### src/rtl/rta_pkg.sv
// Constants, field layouts and carrier types for the real-time clock block.
// Assumes a single 100 MHz system clock; every slower rate is an enable.
package rta_pkg;
  localparam int unsigned SYS_HZ      = 100_000_000;
  localparam int unsigned SUB_HZ      = 128;
  localparam int unsigned TICK_DIV_DF = SYS_HZ / SUB_HZ;
  localparam int unsigned DIV_W       = 20;
  // Calendar field limits
  localparam logic [6:0] SUB_LO = 7'h00;
  localparam logic [6:0] SUB_HI = 7'h7f;
  localparam logic [5:0] SEC_LO = 6'h00;
  localparam logic [5:0] SEC_HI = 6'h3b;
  localparam logic [4:0] HR_LO  = 5'h00;
  localparam logic [4:0] HR_HI  = 5'h17;
  localparam logic [4:0] HR_12  = 5'h0c;
  localparam logic [2:0] DAY_LO = 3'h1;
  localparam logic [2:0] DAY_HI = 3'h7;
  localparam logic [4:0] DATE_LO = 5'h01;
  localparam logic [4:0] DAYS_28 = 5'h1c;
  localparam logic [4:0] DAYS_29 = 5'h1d;
  localparam logic [4:0] DAYS_30 = 5'h1e;
  localparam logic [4:0] DAYS_31 = 5'h1f;
  localparam logic [3:0] MON_LO  = 4'h1;
  localparam logic [3:0] MON_HI  = 4'hc;
  localparam logic [3:0] MON_FEB = 4'h2;
  localparam logic [3:0] MON_APR = 4'h4;
  localparam logic [3:0] MON_JUN = 4'h6;
  localparam logic [3:0] MON_SEP = 4'h9;
  localparam logic [3:0] MON_NOV = 4'hb;
  localparam logic [6:0] YR_LO   = 7'h00;
  localparam logic [6:0] YR_HI   = 7'h63;
  // Square wave select and timer tick select
  localparam logic [2:0] SQ_SEL_MAX = 3'h6;
  localparam logic [1:0] TMR_128HZ  = 2'h0;
  localparam logic [1:0] TMR_16HZ   = 2'h1;
  localparam logic [1:0] TMR_1HZ    = 2'h2;
  localparam logic [2:0] SUB_16_MSK = 3'h7;
  // Supply selection codes
  localparam logic [1:0] SUP_AUTO   = 2'h0;
  localparam logic [1:0] SUP_MAIN   = 2'h1;
  localparam logic [1:0] SUP_BACKUP = 2'h2;
  // Alarm ignore-mask bit positions
  localparam int ALM_X_SEC  = 0;
  localparam int ALM_X_MIN  = 1;
  localparam int ALM_X_HR   = 2;
  localparam int ALM_X_DATE = 3;
  // Timestamp storage
  localparam int unsigned TS_RECS  = 4;
  localparam int unsigned TS_BYTES = 8;
  localparam int unsigned RAM_SIZE = TS_RECS * TS_BYTES;
  localparam logic [2:0]  TS_FULL  = 3'h4;

  typedef struct packed {
    logic [6:0] year;
    logic [3:0] month;
    logic [4:0] date;
    logic [2:0] day;
    logic [4:0] hour;
    logic [5:0] min;
    logic [5:0] sec;
  } rta_time_t;

  typedef struct packed {
    logic [3:0] ignore;
    logic [4:0] date;
    logic [4:0] hour;
    logic [5:0] min;
    logic [5:0] sec;
  } rta_alarm_t;

  typedef struct packed {
    logic on_backup;
    logic din;
    logic tmr;
    logic a2;
    logic a1;
  } rta_flags_t;

  typedef enum logic [1:0] {
    PS_ON  = 2'b01,
    PS_OFF = 2'b10
  } rta_psw_t;
endpackage

### src/rtl/rta_wrap.sv
// Wrapping calendar field counter with load and carry.
// Assumes inc and ld come from logic on the same clock.
`timescale 1ns/10ps
module rta_wrap #(
  parameter int         W  = 6,
  parameter logic [W-1:0] LO = '0
) (
  input  wire logic         clk,    // System clock
  input  wire logic         rstn,   // Synchronous reset, low
  input  wire logic         inc,    // Count enable
  input  wire logic         ld,     // Load strobe
  input  wire logic [W-1:0] hi,     // Last value before wrap
  input  wire logic [W-1:0] ld_val, // Value to load
  output logic      [W-1:0] val,    // Current value
  output logic              wrap    // Carry to next field
);
  // Carry out when counting past the last value
  assign wrap = inc && (val >= hi);

  // Counter state, load has priority over counting
  always_ff @(posedge clk) begin
    if (!rstn) begin
      val <= LO;
    end else if (ld) begin
      val <= ld_val;
    end else if (wrap) begin
      val <= LO;
    end else if (inc) begin
      val <= val + 1'b1;
    end
  end
endmodule

### src/rtl/rta_top.sv
// Real-time clock core: calendar, alarms, timer, power switch, supply
// select, trickle charge, event timestamps and RAM. Host access is by
// plain ports on the system clock; pins pass a three-stage synchroniser.
`timescale 1ns/10ps
module rta_top #(
  parameter int unsigned TICK_DIV = rta_pkg::TICK_DIV_DF
) (
  input  wire logic               CLK_SYS,     // 100 MHz clock
  input  wire logic               RESETN,      // Sync reset, low
  input  wire logic               SET_STB,     // Load time pulse
  input  wire rta_pkg::rta_time_t SET_TIME,    // Time to load, 24h
  input  wire logic               FMT_12H,     // 12-hour display
  output rta_pkg::rta_time_t      TIME_O,      // Current time
  output logic                    PM_O,        // Afternoon in 12h
  output logic [6:0]              SUBSEC_O,    // 1/128 s count
  input  wire logic               SQUARE_WAVE_OUTPUT_EN,   // Square wave on
  input  wire logic [2:0]         SQUARE_WAVE_OUTPUT_SEL,  // 2^sel Hz, capped at 64 Hz
  input  wire rta_pkg::rta_alarm_t ALM1_CFG,   // First alarm
  input  wire logic               ALM1_IE,     // First alarm irq en
  input  wire rta_pkg::rta_alarm_t ALM2_CFG,   // Second alarm
  input  wire logic               ALM2_IE,     // Second alarm irq en
  input  wire logic               TMR_EN,      // Timer run
  input  wire logic               TMR_IE,      // Timer irq enable
  input  wire logic [1:0]         TMR_SEL,     // Timer tick rate
  input  wire logic [7:0]         TMR_INIT,    // Timer start value
  output logic [7:0]              TMR_CNT_O,   // Timer count
  input  wire logic               FLAG_RD,     // Flag read pulse
  output rta_pkg::rta_flags_t     FLAGS_O,     // Flags as read
  input  wire logic               DIN_PIN,     // Event input pin
  input  wire logic               DIN_RISE,    // 1 rising, 0 falling
  input  wire logic               DIN_IE,      // Event irq enable
  input  wire logic               SLEEP_REQUEST_BIT, // Sleep request
  input  wire logic               WAKE_TMR_EN, // Timer wakes switch
  output logic                    PSW_ON_O,    // Power switch closed
  input  wire logic [1:0]         SUPPLY_SEL,  // Auto, main, backup
  input  wire logic [2:0]         POWER_FAIL_THRESHOLD, // Trip level
  output logic [2:0]              PFAIL_THR_O, // Level to comparator
  input  wire logic               VCC_LOW_PIN, // Main below level
  output logic                    ON_BACKUP_O, // Running on backup
  input  wire logic               TRK_EN,      // Trickle enable
  input  wire logic [1:0]         TRK_RATE,    // Charge rate select
  output logic                    TRK_ON_O,    // Charge path on
  output logic [1:0]              TRK_RATE_O,  // Charge rate
  input  wire logic               TS_EN,       // Timestamp mode
  input  wire logic [2:0]         TS_EV_EN,    // Event enables
  input  wire logic               TS_OVW,      // Keep latest four
  input  wire logic               TS_RST,      // Clear records
  output logic [2:0]              TS_CNT_O,    // Records held
  input  wire logic               MEM_WE,      // RAM write
  input  wire logic [4:0]         MEM_ADDR,    // Byte address
  input  wire logic [7:0]         MEM_WDATA,   // Write data
  output logic [7:0]              MEM_RDATA_O, // Read data
  output logic                    IRQ_LINE_PRIMARY_O,  // A pin level
  output logic                    IRQ_LINE_PRIMARY_OE, // A pin drive
  output logic                    IRQ_OR_CLOCK_OUTPUT_PIN_O,  // B level
  output logic                    IRQ_OR_CLOCK_OUTPUT_PIN_OE  // B drive
);
  import rta_pkg::*;

  logic [DIV_W-1:0] div_reg;
  logic             tick;
  logic [6:0]       sub_v;
  logic [5:0]       sec_v, min_v;
  logic [4:0]       hr_v, date_v, dim;
  logic [2:0]       day_v;
  logic [3:0]       mon_v;
  logic [6:0]       yr_v;
  logic sub_wrap, sec_wrap, min_wrap, hr_wrap, date_wrap, mon_wrap;
  logic             sec_tick_d;
  logic [1:0]       sy1, sy2, sy3, st_reg;
  logic             din_ev, to_bat_ev, to_main_ev;
  logic             on_bak_reg, on_bak_next;
  logic             a1_set, a2_set, tmr_zero;
  rta_flags_t       flags_reg, set_v;
  logic             irqa_reg, irqb_reg, sq_reg;
  logic             tmr_en_d, tmr_tick;
  logic [7:0]       tmr_cnt;
  logic             slp_d, slp_rise;
  rta_psw_t         ps_reg, ps_next;
  logic [7:0]       mem [0:RAM_SIZE-1];
  logic [2:0]       ts_cnt;
  logic [2:0]       ts_ev;
  logic             ts_go;
  logic [63:0]      rec;
  logic [2:0]       sq_sel;
  logic             a1_irq, a2_irq, tm_irq, dn_irq;

  // Days in the current month, year counted from 2000
  function automatic logic [4:0] dim_f(input logic [3:0] m,
                                       input logic [6:0] y);
    if (m == MON_FEB) begin
      return (y[1:0] == 2'h0) ? DAYS_29 : DAYS_28;
    end else if (m == MON_APR || m == MON_JUN || m == MON_SEP ||
                 m == MON_NOV) begin
      return DAYS_30;
    end else begin
      return DAYS_31;
    end
  endfunction

  // Alarm compare with per-field ignore mask
  function automatic logic alm_hit(input rta_alarm_t a,
                                   input logic [5:0] s, input logic [5:0] m,
                                   input logic [4:0] h, input logic [4:0] d);
    return (a.ignore[ALM_X_SEC]  || a.sec  == s) &&
           (a.ignore[ALM_X_MIN]  || a.min  == m) &&
           (a.ignore[ALM_X_HR]   || a.hour == h) &&
           (a.ignore[ALM_X_DATE] || a.date == d);
  endfunction

  // 128 Hz enable from the system clock, restarted by a time write
  always_ff @(posedge CLK_SYS) begin
    if (!RESETN || SET_STB) begin
      div_reg <= '0;
    end else if (tick) begin
      div_reg <= '0;
    end else begin
      div_reg <= div_reg + 1'b1;
    end
  end
  assign tick = (div_reg == DIV_W'(TICK_DIV - 1));

  // Calendar chain, each field except day of week carries into the next
  assign dim = dim_f(mon_v, yr_v);
  rta_wrap #(.W(7), .LO(SUB_LO)) u_sub (.clk(CLK_SYS), .rstn(RESETN),
    .inc(tick), .ld(SET_STB), .hi(SUB_HI), .ld_val(SUB_LO),
    .val(sub_v), .wrap(sub_wrap));
  rta_wrap #(.W(6), .LO(SEC_LO)) u_sec (.clk(CLK_SYS), .rstn(RESETN),
    .inc(sub_wrap), .ld(SET_STB), .hi(SEC_HI), .ld_val(SET_TIME.sec),
    .val(sec_v), .wrap(sec_wrap));
  rta_wrap #(.W(6), .LO(SEC_LO)) u_min (.clk(CLK_SYS), .rstn(RESETN),
    .inc(sec_wrap), .ld(SET_STB), .hi(SEC_HI), .ld_val(SET_TIME.min),
    .val(min_v), .wrap(min_wrap));
  rta_wrap #(.W(5), .LO(HR_LO)) u_hr (.clk(CLK_SYS), .rstn(RESETN),
    .inc(min_wrap), .ld(SET_STB), .hi(HR_HI), .ld_val(SET_TIME.hour),
    .val(hr_v), .wrap(hr_wrap));
  rta_wrap #(.W(3), .LO(DAY_LO)) u_day (.clk(CLK_SYS), .rstn(RESETN),
    .inc(hr_wrap), .ld(SET_STB), .hi(DAY_HI), .ld_val(SET_TIME.day),
    .val(day_v), .wrap());
  rta_wrap #(.W(5), .LO(DATE_LO)) u_date (.clk(CLK_SYS), .rstn(RESETN),
    .inc(hr_wrap), .ld(SET_STB), .hi(dim), .ld_val(SET_TIME.date),
    .val(date_v), .wrap(date_wrap));
  rta_wrap #(.W(4), .LO(MON_LO)) u_mon (.clk(CLK_SYS), .rstn(RESETN),
    .inc(date_wrap), .ld(SET_STB), .hi(MON_HI), .ld_val(SET_TIME.month),
    .val(mon_v), .wrap(mon_wrap));
  rta_wrap #(.W(7), .LO(YR_LO)) u_yr (.clk(CLK_SYS), .rstn(RESETN),
    .inc(mon_wrap), .ld(SET_STB), .hi(YR_HI), .ld_val(SET_TIME.year),
    .val(yr_v), .wrap());

  // Registered time view with optional 12-hour hours
  always_ff @(posedge CLK_SYS) begin
    if (!RESETN) begin
      TIME_O   <= '0;
      PM_O     <= 1'b0;
      SUBSEC_O <= '0;
    end else begin
      TIME_O   <= '{yr_v, mon_v, date_v, day_v, hr_v, min_v, sec_v};
      SUBSEC_O <= sub_v;
      PM_O     <= FMT_12H && (hr_v >= HR_12);
      if (FMT_12H && hr_v == HR_LO) begin
        TIME_O.hour <= HR_12;
      end else if (FMT_12H && hr_v > HR_12) begin
        TIME_O.hour <= hr_v - HR_12;
      end
    end
  end

  // Three-stage synchroniser for event input and supply comparator
  always_ff @(posedge CLK_SYS) begin
    if (!RESETN) begin
      sy1    <= '0;
      sy2    <= '0;
      sy3    <= '0;
      st_reg <= '0;
    end else begin
      sy1 <= {VCC_LOW_PIN, DIN_PIN};
      sy2 <= sy1;
      sy3 <= sy2;
      for (int i = 0; i < 2; i++) begin
        if (sy2[i] == sy3[i]) begin
          st_reg[i] <= sy3[i];
        end
      end
    end
  end
  assign din_ev = (sy2[0] == sy3[0]) && (sy3[0] != st_reg[0]) &&
                  (sy3[0] == DIN_RISE);

  // Supply choice: forced main, forced backup or comparator driven
  always_comb begin
    if (SUPPLY_SEL == SUP_MAIN) begin
      on_bak_next = 1'b0;
    end else if (SUPPLY_SEL == SUP_BACKUP) begin
      on_bak_next = 1'b1;
    end else begin
      on_bak_next = st_reg[1];
    end
  end
  always_ff @(posedge CLK_SYS) begin
    if (!RESETN) begin
      on_bak_reg  <= 1'b0;
      PFAIL_THR_O <= '0;
      TRK_ON_O    <= 1'b0;
      TRK_RATE_O  <= '0;
    end else begin
      on_bak_reg  <= on_bak_next;
      PFAIL_THR_O <= POWER_FAIL_THRESHOLD;
      TRK_ON_O    <= TRK_EN && !on_bak_next;
      TRK_RATE_O  <= TRK_RATE;
    end
  end
  assign to_bat_ev   = on_bak_next && !on_bak_reg;
  assign to_main_ev  = !on_bak_next && on_bak_reg;
  assign ON_BACKUP_O = on_bak_reg;

  // Alarm compare one cycle after each seconds step
  always_ff @(posedge CLK_SYS) begin
    if (!RESETN) begin
      sec_tick_d <= 1'b0;
    end else begin
      sec_tick_d <= sub_wrap;
    end
  end
  assign a1_set = sec_tick_d && alm_hit(ALM1_CFG, sec_v, min_v, hr_v, date_v);
  assign a2_set = sec_tick_d && alm_hit(ALM2_CFG, sec_v, min_v, hr_v, date_v);

  // Count-down timer, loaded when it is switched on
  always_comb begin
    if (TMR_SEL == TMR_128HZ) begin
      tmr_tick = tick;
    end else if (TMR_SEL == TMR_16HZ) begin
      tmr_tick = tick && (sub_v[2:0] == SUB_16_MSK);
    end else if (TMR_SEL == TMR_1HZ) begin
      tmr_tick = sub_wrap;
    end else begin
      tmr_tick = sec_wrap;
    end
  end
  always_ff @(posedge CLK_SYS) begin
    if (!RESETN) begin
      tmr_en_d <= 1'b0;
      tmr_cnt  <= '0;
    end else begin
      tmr_en_d <= TMR_EN;
      if (TMR_EN && !tmr_en_d) begin
        tmr_cnt <= TMR_INIT;
      end else if (TMR_EN && tmr_tick && tmr_cnt != '0) begin
        tmr_cnt <= tmr_cnt - 1'b1;
      end
    end
  end
  assign tmr_zero  = TMR_EN && tmr_en_d && tmr_tick && (tmr_cnt == 8'h01);
  assign TMR_CNT_O = tmr_cnt;

  // Sticky flags: a new event wins over a read in the same cycle
  assign set_v = '{1'b0, din_ev, tmr_zero, a2_set, a1_set};
  always_ff @(posedge CLK_SYS) begin
    if (!RESETN) begin
      flags_reg <= '0;
      FLAGS_O   <= '0;
    end else begin
      flags_reg <= set_v | (flags_reg & {5{!FLAG_RD}});
      if (FLAG_RD) begin
        FLAGS_O           <= flags_reg | set_v;
        FLAGS_O.on_backup <= on_bak_reg;
      end
    end
  end

  // Interrupt routing and square wave on the shared B pin
  assign a1_irq = flags_reg.a1 && ALM1_IE;
  assign a2_irq = flags_reg.a2 && ALM2_IE;
  assign tm_irq = flags_reg.tmr && TMR_IE;
  assign dn_irq = flags_reg.din && DIN_IE;
  assign sq_sel = (SQUARE_WAVE_OUTPUT_SEL > SQ_SEL_MAX) ? SQ_SEL_MAX : SQUARE_WAVE_OUTPUT_SEL;
  always_ff @(posedge CLK_SYS) begin
    if (!RESETN) begin
      irqa_reg <= 1'b0;
      irqb_reg <= 1'b0;
      sq_reg   <= 1'b0;
    end else begin
      irqb_reg <= a1_irq && !SQUARE_WAVE_OUTPUT_EN;
      irqa_reg <= a2_irq || tm_irq || dn_irq ||
                  (a1_irq && SQUARE_WAVE_OUTPUT_EN);
      sq_reg   <= sub_v[SQ_SEL_MAX - sq_sel];
    end
  end
  // Open drain: drive low while asserted, release otherwise; B drives both levels while the square wave is on
  assign IRQ_LINE_PRIMARY_O         = 1'b0;
  assign IRQ_LINE_PRIMARY_OE        = irqa_reg;
  assign IRQ_OR_CLOCK_OUTPUT_PIN_O  = SQUARE_WAVE_OUTPUT_EN && sq_reg;
  assign IRQ_OR_CLOCK_OUTPUT_PIN_OE = SQUARE_WAVE_OUTPUT_EN || irqb_reg;

  // Power pass switch: sleep edge opens, timer zero may close
  assign slp_rise = SLEEP_REQUEST_BIT && !slp_d;
  always_comb begin
    ps_next = ps_reg;
    case (ps_reg)
      PS_ON: begin
        if (slp_rise) begin
          ps_next = PS_OFF;
        end
      end
      PS_OFF: begin
        if (tmr_zero && WAKE_TMR_EN) begin
          ps_next = PS_ON;
        end
      end
      default: begin
        ps_next = PS_ON;
      end
    endcase
  end
  always_ff @(posedge CLK_SYS) begin
    if (!RESETN) begin
      ps_reg <= PS_ON;
      slp_d  <= 1'b0;
    end else begin
      ps_reg <= ps_next;
      slp_d  <= SLEEP_REQUEST_BIT;
    end
  end
  assign PSW_ON_O = (ps_reg == PS_ON);

  // Timestamp records: event flag byte on top, 1/128 s at the bottom
  assign ts_ev = {to_main_ev, to_bat_ev, din_ev} & TS_EV_EN;
  assign ts_go = TS_EN && (ts_ev != '0);
  assign rec   = {5'h00, ts_ev, 1'b0, yr_v, 4'h0, mon_v, 3'h0, date_v,
                  3'h0, hr_v, 2'h0, min_v, 2'h0, sec_v, 1'b0, sub_v};
  always_ff @(posedge CLK_SYS) begin
    if (!RESETN || TS_RST) begin
      ts_cnt <= '0;
      for (int i = 0; i < RAM_SIZE; i++) begin
        mem[i] <= '0;
      end
    end else if (ts_go && ts_cnt != TS_FULL) begin
      ts_cnt <= ts_cnt + 1'b1;
      for (int b = 0; b < TS_BYTES; b++) begin
        mem[{ts_cnt[1:0], 3'(b)}] <= rec[b*8 +: 8];
      end
    end else if (ts_go && TS_OVW) begin
      for (int i = 0; i < RAM_SIZE - TS_BYTES; i++) begin
        mem[i] <= mem[i + TS_BYTES];
      end
      for (int b = 0; b < TS_BYTES; b++) begin
        mem[RAM_SIZE - TS_BYTES + b] <= rec[b*8 +: 8];
      end
    end else if (MEM_WE && !TS_EN) begin
      mem[MEM_ADDR] <= MEM_WDATA;
    end
  end
  always_ff @(posedge CLK_SYS) begin
    if (!RESETN) begin
      MEM_RDATA_O <= '0;
    end else begin
      MEM_RDATA_O <= mem[MEM_ADDR];
    end
  end
  assign TS_CNT_O = ts_cnt;
endmodule

### config.mk
export PLATFORM = sky130hd
export DESIGN_NAME = rta_top
export DESIGN_NICKNAME = d
export VERILOG_FILES = /design/src/rtl/rta_pkg.sv /design/src/rtl/rta_wrap.sv /design/src/rtl/rta_top.sv
export SDC_FILE = /design/constraint.sdc
export NUM_CORES = 1
export LEC_CHECK = 0
export BUFFER_PORTS_ARGS = -buffer_cell sky130_fd_sc_hd__buf_2
export CORE_AREA = 2 2 269 271
export DETAILED_ROUTE_END_ITERATION = 8
export DIE_AREA = 0 0 271 273
export SYNTH_ARGS = -nofsm -noshare
export SYNTH_HDL_FRONTEND = slang
export SYNTH_SLANG_ARGS = --single-unit
export TNS_END_PERCENT = 30
### constraint.sdc
create_clock -name CLK_SYS -period 3 [get_ports CLK_SYS]
set_input_delay 0.45 -clock CLK_SYS [delete_from_list [all_inputs] [get_ports CLK_SYS]]
set_output_delay 0.45 -clock CLK_SYS [all_outputs]
set_load 0.05 [all_outputs]
# After elaboration in Yosys (flattened, before gate mapping)
# Memory sizes are Yosys's and may differ from the RTL's. A register that Yosys moved wholly into a read port is not among the register bits.
# Cells that the tools add are included.
# word_totals
reg_bits	151
mem_bits_rw	256
input_bits	145
output_inout_bits	80
elab_cells	347
memories	1
# classes
add_sub_neg	13
n_lt_le_gt_ge	12
n_eq_ne	29
mux	112
n_bitwise	37
reduce_logical	96
# mem_list
name	words	width	rd	rd_ports_with_merged_regs	write_ports	line	source
mem	32	8	25	1	32	rta_top.sv:80	logic [7:0] mem [0:RAM_SIZE-1];
# op_table
op	count
two-way mux 8 bit	43
two-way mux 5 bit	16
OR reduction 8 bit	9
logical AND 1 bit	44
two-way mux 6 bit	6
bitwise OR 1 bit	32
two-way mux 1 bit	31
equality test 6 bit	4
nonzero test 3 bit	8
two-way mux 7 bit	3
adder 20 x 1 -> 20 bit (second input constant)	1
equality test 20 bit (second input constant)	1
equality test 5 bit	4
logical OR 1 bit	17
two-way mux 4 bit	4
adder 7 x 1 -> 7 bit (second input constant)	2
>= comparator 7 bit (second input constant)	2
adder 6 x 1 -> 6 bit (second input constant)	2
>= comparator 6 bit (second input constant)	2
two-way mux 3 bit	4
adder 5 x 1 -> 5 bit (second input constant)	2
zero test 1 bit	9
equality test 4 x 3 -> 1 bit (second input constant)	2
equality test 4 bit (second input constant)	2
38 further kinds	49

# Longest topological paths before layout
# Gate-level depths: netlist of the first run.
# logic_depth
depth_word	16
mapped_depth	12

# Cells and area by module
# From an unflattened synthesis of the first run, not the netlist that was laid out.
# unflattened
hier_cells	2129
area_unflattened_um2	22101.2
# modules_own_cells
mod	n_inst	cells_per_inst	area_per_inst_um2
rta_top	1	1691	18448.9
rta_wrap (u_sub ...)	2	69	589.3
rta_wrap (u_min ...)	2	64	514.2
rta_wrap (u_hr)	1	50	429.2
rta_wrap (u_date)	1	52	415.4
rta_wrap (u_mon)	1	41	355.3
rta_wrap (u_day)	1	29	245.2

# Worst setup path after synthesis of the first run
# No wires, ideal clock.
# synth_path
path_kind	flip-flop to flip-flop
from	reg u_yr.val[0]
to	reg u_yr.val[4]
setup_time_ps	74
arrival_time_ps	2760
slack_ps	166
stages_incl_launch_ff	13
path_buffers	1
period_less_slack_ps	2834
path_cell_list	dfxtp_1 > clkbuf_1 > inv_1 > ha_1 > o21ai_0 > o21ai_0 > ha_1 > nand2b_1 > a21oi_1 > nor4_1 > nand4_2 > or4_1 > a31oi_1
# synth_via
elab_chain_cells	9
elab_cells_between_ends	13
# synth_rtl
element	line	source
start: declaration	rta_wrap.sv:14	output logic [W-1:0] val,
start signal: assignment	rta_wrap.sv:25	val <= ld_val;
start signal: assignment	rta_wrap.sv:29	val <= val + 1'b1;
zero test 2 bit	rta_top.sv:92	return (y[1:0] == 2'h0) ? DAYS_29 : DAYS_28;
two-way mux 1 bit	rta_top.sv:92	
two-way mux 2 bit	rta_top.sv:91	if (m == MON_FEB) begin
>= comparator 5 bit	rta_wrap.sv:18	assign wrap = inc && (val >= hi);
logical AND 1 bit (3 in a row)	rta_wrap.sv:18	
two-way mux 7 bit	rta_wrap.sv:26	end else if (wrap) begin
two-way mux 7 bit	rta_wrap.sv:24	end else if (ld) begin
# Several ways; a longest one is shown, not always the timed one. The select of a mux whose other input is x is not followed.
# A chain may end at the register's enable or synchronous reset.

# Worst setup path after layout of the first run
# layout_path
from	reg u_mon.val[1]
to	reg u_yr.val[4]
# layout_via
elab_chain_cells	12
elab_cells_between_ends	18
# layout_rtl
element	line	source
start: declaration	rta_wrap.sv:14	
start signal: assignment	rta_wrap.sv:25	
start signal: assignment	rta_wrap.sv:29	
equality test 4 x 3 -> 1 bit	rta_top.sv:93	end else if (m == MON_APR || m == MON_JUN || m == MON_SEP ||
logical OR 1 bit (3 in a row)	rta_top.sv:93	
two-way mux 1 bit	rta_top.sv:93	
two-way mux 2 bit	rta_top.sv:91	
>= comparator 5 bit	rta_wrap.sv:18	
logical AND 1 bit	rta_wrap.sv:18	
logical AND 1 bit (*)	rta_wrap.sv:18	
logical AND 1 bit	rta_wrap.sv:18	
two-way mux 7 bit	rta_wrap.sv:26	
two-way mux 7 bit	rta_wrap.sv:24	
# Every way passes the cells marked *; elsewhere a longest branch is shown, timed or not.

==> impl_metrics.env, run 1 <==
export IMPL_cts_sinks=414
export IMPL_fin_nets=2419
export IMPL_cts_inserted_buffers=43
export IMPL_synth_top_flop_cell="edfxtp_1"
export IMPL_fin_crit_sh_pct=91.1
export IMPL_seqCellArea_sq_mm=0.0109
export IMPL_grt_total_usage_pct=18.8
export IMPL_cp_max_fo=5
export IMPL_routed_wl_mm=71.7
export IMPL_drtIter0Drc=2151
export IMPL_start_util_pct=29.9
export IMPL_pwr_share_clk_pct=41.1
export IMPL_io_pins=225
export IMPL_required_ps=3500
export IMPL_setup_violations=0
export IMPL_drive_gt1_share_pct=22.1
export IMPL_cap_violations=0
export IMPL_routed_via_density=5.50
export IMPL_fin_crit_ps=2730
export IMPL_io_buffers=223
export IMPL_grt_pass1_wl_mm=107
export IMPL_die_height_um=273
export IMPL_synth_seq_cells=414
export IMPL_overflow=0
export IMPL_syn_avg_cell_area_sq_um=10.4
export IMPL_worstSetupPathType="reg -> reg"
export IMPL_cts_clk_slew_worst_paths_ps=60
export IMPL_p_sw_share_pct=25.5
export IMPL_finalHoldViolations=0
export IMPL_drc=7
export IMPL_hp_class="in -> reg"
export IMPL_post_cts_setup_buffers=0
export IMPL_critPathCaptureType="flip-flop"
export IMPL_p_switching_uw=3450
export IMPL_syn2layout_area_growth_pct=19.1
export IMPL_comb_power_share_pct=10.9
export IMPL_antenna_found_initial=5
export IMPL_critPathArrivalTime_ps=3230
export IMPL_skew_ps=20.8
export IMPL_ctsResizeCount=0
export IMPL_yosys_top_cells_area="edfxtp_1 (36%), dfxtp_1 (15%), mux4_2 (6.9%)"
export IMPL_async_flop_share_pct=0
export IMPL_violations="DRC"
export IMPL_rsz0062_at_grt="false"
export IMPL_root_buffer="clkbuf_16"
export IMPL_irDropWorstVdd_v=0.000381
export IMPL_yosysMostFrequentCell="nand2_1"
export IMPL_syn_inst=2036
export IMPL_netlist_area_leader_share_pct=36.3
export IMPL_syn_area_sq_mm=0.0212
export IMPL_p_seq_share_pct=48.0
export IMPL_synth_top_area_cell="edfxtp_1"
export IMPL_place_congestion=0.922
export IMPL_largest_reg_flops=256
export IMPL_grt_max_degree=63
export IMPL_finalSetupTns_ps=0
export IMPL_vias=17800
export IMPL_total_power_uw=13500
export IMPL_multi_input_area_sq_mm=0.00929
export IMPL_outcome="finished, violations left"
export IMPL_yosysWarningCount=0
export IMPL_post_drt_wl_per_cell_um=22.2
export IMPL_fp_dieArea_sq_mm=0.0740
export IMPL_h_tree_depth=2
export IMPL_slew_headroom_pct=35.0
export IMPL_yosysSeqAreaShare_pct=51.2
export IMPL_firstDrtPassIters=9
export IMPL_coreArea_sq_mm=0.0710
export IMPL_synth_edf_count=256
export IMPL_cp_start_kind="flip-flop"
export IMPL_p_per_area_mw_per_mm2=535
export IMPL_power_leakage_uw=0.0100
export IMPL_ant_nets=0
export IMPL_slew_violations=0
export IMPL_worst_pin_slew_ps=975
export IMPL_synthTopCellsByCount="nand2_1 (258), edfxtp_1 (256), dfxtp_1 (158)"
export IMPL_rows=98
export IMPL_fillCellCount=6990
export IMPL_dp_hpwl_mm=54.1
export IMPL_fp_dieW_um=271
export IMPL_grt_pass1_vias=17300
export IMPL_clock_latency_ps=590
export IMPL_cts_path_max_buffers=3
export IMPL_syn_nets=2210
export IMPL_p_int_uw=10100
export IMPL_cts_tree="built"
export IMPL_timing_fmax_mhz=366
export IMPL_cts_hold_buf=0
export IMPL_ys_types=80
-- layout make-up --
class                      count  area share [%]
tap                          950            4.71
clock inverter                22           0.996
clock buffer                  56            4.75
inverter                      88            1.31
timing repair buffer         347            8.47
multi-input combinational   1351            36.8
sequential                   414            43.0
antenna                        1         0.00991
-- worst max-delay path, stage by stage (launching register included) --
cell      delay, ps
dfxtp_1         370
buf_4           170
ha_1            160
inv_1            50
o21ai_0         140
o21ai_0         100
ha_1            270
nand2b_1        100
a21oi_1         110
nor4_2          340
nand4_2         160
or4_1           500
a31oi_1         190
-- final timing paths --
check                                                from                        to  slack [ps]  cells past startpoint
worst min-delay path                SQUARE_WAVE_OUTPUT_EN       irqb_reg$_SDFF_PN0_          60                      2
worst min register to register          sy1[1]$_SDFF_PN0_         sy2[1]$_SDFF_PN0_         440                      1
worst max-delay path            u_mon.val[1]$_SDFFE_PN0P_  u_yr.val[4]$_SDFFE_PN0P_         270                     12
worst max register to register  u_mon.val[1]$_SDFFE_PN0P_  u_yr.val[4]$_SDFFE_PN0P_         270                     12
-- cells by family after synthesis --
logic type      synth area share, %
compound gates                 16.0
xor+xnor                       3.06
fa+ha+maj                      1.71
buf+inv                        5.19
flops                          51.2
mux                            7.30
other cells                  0.0177
simple gates                   15.5
-- layout by cell type, fill, tap and decap left out, types with 7 or more instances in the layout --
| cell | netlist | layout |
|---|---|---|
| a211oi_1 | 7 | 7 |
| a21oi_1 | 60 | 60 |
| a221o_1 | 10 | 10 |
| a221oi_1 | 7 | 7 |
| a222oi_1 | 62 | 62 |
| a22o_1 | 49 | 49 |
| a22oi_1 | 50 | 50 |
| a31oi_1 | 48 | 47 |
| and2_1 | 54 | 54 |
| and3_1 | 20 | 19 |
| buf_12 | 0 | 7 |
| buf_2 | 30 | 222 |
| buf_4 | 8 | 118 |
| clkbuf_1 | 135 | 7 |
| clkbuf_16 | 0 | 45 |
| dfxtp_1 | 158 | 158 |
| edfxtp_1 | 256 | 256 |
| ha_1 | 29 | 29 |
| inv_1 | 87 | 87 |
| mux4_2 | 65 | 65 |
| nand2_1 | 258 | 258 |
| nand2b_1 | 11 | 11 |
| nand3_1 | 70 | 70 |
| nand4_1 | 28 | 28 |
| nor2_1 | 138 | 138 |
| nor3_1 | 52 | 52 |
| nor4_1 | 10 | 9 |
| o211ai_1 | 8 | 8 |
| o21ai_0 | 127 | 127 |
| o31ai_1 | 14 | 14 |
| xnor2_1 | 32 | 32 |
| xor2_1 | 42 | 42 |
-- layer usage --
metal	share of wire (%)	up-vias	wire (um)	global-route usage (%)
met4	4.4	6	3120	8.19
met1	40	8482	28700	24.7
met3	9.8	184	7050	3.44
met2	46	1073	32800	30.5
met5	0.054	-	39	0
li1	-	8028	-	-
-- power by group through the flow --
stage	Clock, uW	Combinational, uW	Sequential [uW]
4_1_cts	5630	1460	6470
2_1_floorplan	0	724	6680
5_1_grt	5830	1560	6500
6_report	5550	1480	6480
3_5_place_dp	0	1460	6590
3_3_place_gp	0	1430	6590
-- metrics by stage --
step	setup slack (ps)	std cells	utilization, %	cell area, sq um	hold slack [ps]
6_report	266	3229	35.6	25200	63.5
5_1_grt	70.1	3228	35.6	25200	48.6
4_1_cts	231	3228	35.5	25200	34.4
3_5_place_dp	249	3150	33.5	23800	426
3_3_place_gp	272	3150	33.5	23800	416
2_1_floorplan	166	2036	-	21200	412
Power figures use the tool's default switching activity.
==> run 2: changes to the inputs <==
==> constraint.sdc (replaced) <==
create_clock -name CLK_SYS -period 3 [get_ports CLK_SYS]
set_input_delay 0.15 -clock CLK_SYS [delete_from_list [all_inputs] [get_ports CLK_SYS]]
set_output_delay 0.15 -clock CLK_SYS [all_outputs]
set_load 0.05 [all_outputs]
==> impl_metrics.env, run 2 (synthesis results as in run 1) <==
export IMPL_outcome="finished, violations left"
export IMPL_violations="DRC"
export IMPL_io_buffers=223
export IMPL_crit_slowest_cell="dlygate4sd3_1"
export IMPL_diodes=0
export IMPL_cp_start_kind="flip-flop"
export IMPL_cp_num_buf_inv=2
export IMPL_p_per_area_mw_per_mm2=522
export IMPL_fin_crit_ps=2810
export IMPL_syn2layout_area_growth_pct=22.1
export IMPL_dp_hpwl_mm=54.4
export IMPL_overflow=0
export IMPL_worstSetupPathType="reg -> reg"
export IMPL_total_power_uw=13500
export IMPL_root_buffer="clkbuf_16"
export IMPL_stdcell_count=3292
export IMPL_io_pins=225
export IMPL_setup_violations=0
export IMPL_drtIter0Drc=2351
export IMPL_fp_dieArea_sq_mm=0.0740
export IMPL_clock_latency_ps=590
export IMPL_place_congestion=0.913
export IMPL_fillCellCount=6946
export IMPL_grt_max_degree=68
export IMPL_path_cells="nand2_1, nor2_1, and2_1, buf_4, nand4_1, a221oi_1, dlygate4sd3_1"
export IMPL_fp_dieW_um=271
export IMPL_cts_sinks=414
export IMPL_timing_fmax_mhz=356
export IMPL_cts_clk_slew_worst_paths_ps=60
export IMPL_post_drt_wl_per_cell_um=22.2
export IMPL_met1_usage_pct=25.4
export IMPL_use_met3_pct=3.20
export IMPL_required_ps=3540
export IMPL_worst_pin_slew_ps=1020
export IMPL_start_util_pct=29.9
export IMPL_routed_wl_mm=73.1
export IMPL_coreArea_sq_mm=0.0710
export IMPL_p_int_uw=9970
export IMPL_critical_path_top_delay_family="simple AND/OR/NAND/NOR gates"
export IMPL_grt_total_usage_pct=19.1
export IMPL_cp_slowest_stage_delay_ps=580
export IMPL_final_common_cell="nand2_1"
export IMPL_pwr_share_clk_pct=40.6
export IMPL_finalHoldViolations=0
export IMPL_routed_via_density=5.51
export IMPL_skew_ps=21.1
export IMPL_drive_gt1_share_pct=21.5
export IMPL_p_seq_share_pct=48.0
export IMPL_finalSetupTns_ps=0
export IMPL_fin_nets=2480
export IMPL_cts_path_max_buffers=3
export IMPL_rsz0062_at_grt="false"
export IMPL_largest_reg_flops=256
export IMPL_cp_max_fo=10
export IMPL_slew_headroom_pct=31.9
export IMPL_power_leakage_uw=0.0103
export IMPL_antenna_found_initial=3
export IMPL_p_sw_share_pct=26.3
export IMPL_rows=98
export IMPL_irDropWorstVdd_v=0.000380
export IMPL_slew_violations=0
export IMPL_final_util_pct=36.4
export IMPL_grt_pass1_vias=17600
export IMPL_cap_violations=0
export IMPL_firstDrtPassIters=9
export IMPL_hp_class="in -> reg"
export IMPL_final_cell_mix="nand2_1 (258), edfxtp_1 (256), buf_2 (222), dfxtp_1 (158), nor2_1 (138)"
export IMPL_cts_inserted_buffers=45
export IMPL_drc=12
export IMPL_comb_power_share_pct=11.4
export IMPL_ant_nets=0
export IMPL_grt_pass1_wl_mm=109
export IMPL_critPathCaptureType="flip-flop"
export IMPL_h_tree_depth=2
export IMPL_dp_cells=3145
export IMPL_grt_busiest_layer="met2"
export IMPL_p_switching_uw=3550
export IMPL_fin_crit_sh_pct=93.5
export IMPL_die_height_um=273
export IMPL_vias=18100
export IMPL_critPathArrivalTime_ps=3340
export IMPL_grt_use_met2_pct=30.8
export IMPL_cts_tree="built"
[run 2: path summary, 6_finish.rpt]
kind	startpoint	end	slack, ps	cells past startpoint
setup reg to reg	div_reg[14]$_SDFF_PP0_	TMR_CNT_O[1]$_SDFFE_PN0P_	190	7
setup / recovery	div_reg[14]$_SDFF_PP0_	TMR_CNT_O[1]$_SDFFE_PN0P_	190	7
hold / removal	SET_STB	u_sec.val[1]$_SDFFE_PN0P_	50	3
hold reg to reg	sy1[0]$_SDFF_PN0_	sy2[0]$_SDFF_PN0_	440	1
[run 2: what timing repair did]
item	4_1_cts	5_1_grt
buffers inserted	0	0
pin swaps	0	0
resized for setup	1	2
gates cloned	0	0
hold buffers	64	0
endpoints found under the setup margin	8	18
hold endpoints to repair	68	0
[run 2: per-stage QoR]
step | worst slack [ps] | instance area [sq um] | hold WS (ps)
2_1_floorplan | 166 | 21200 | 226
5_1_grt | 11.1 | 25900 | 29.2
3_5_place_dp | 5.49 | 23800 | 362
3_3_place_gp | 112 | 23800 | 358
4_1_cts | 178 | 25900 | 9.95
6_report | 194 | 25900 | 50.0
[run 2: power groups by stage]
stage	sequential, uW	combinational [uW]	clock (uW)
2_1_floorplan	6680	724	0
3_3_place_gp	6590	1430	0
3_5_place_dp	6600	1460	0
4_1_cts	6480	1530	5560
5_1_grt	6510	1630	5770
6_report	6480	1540	5490
[run 2: area by class of cell]
cell class                      instances  area (sq um)  share of cell area [%]
Sequential cell                       414         10900                    41.9
Multi-Input combinational cell       1351          9300                    35.9
Timing Repair Buffer                  406          2750                    10.6
Clock buffer                           59          1240                    4.80
Tap cell                              950          1190                    4.59
Inverter                               88           330                    1.28
Clock inverter                         24           218                   0.841
[run 2: tightest hold or removal path, stage by stage]
cell and delay [ps]:
buf_2 280, a211oi_1 90, nor2_1 90
[run 2: per-layer routing]
layer  up-vias  share of wire (%)
met2      1137                 46
met3       184                 10
met4         6                3.9
met5         -              0.051
li1       8159                  -
met1      8663                 40
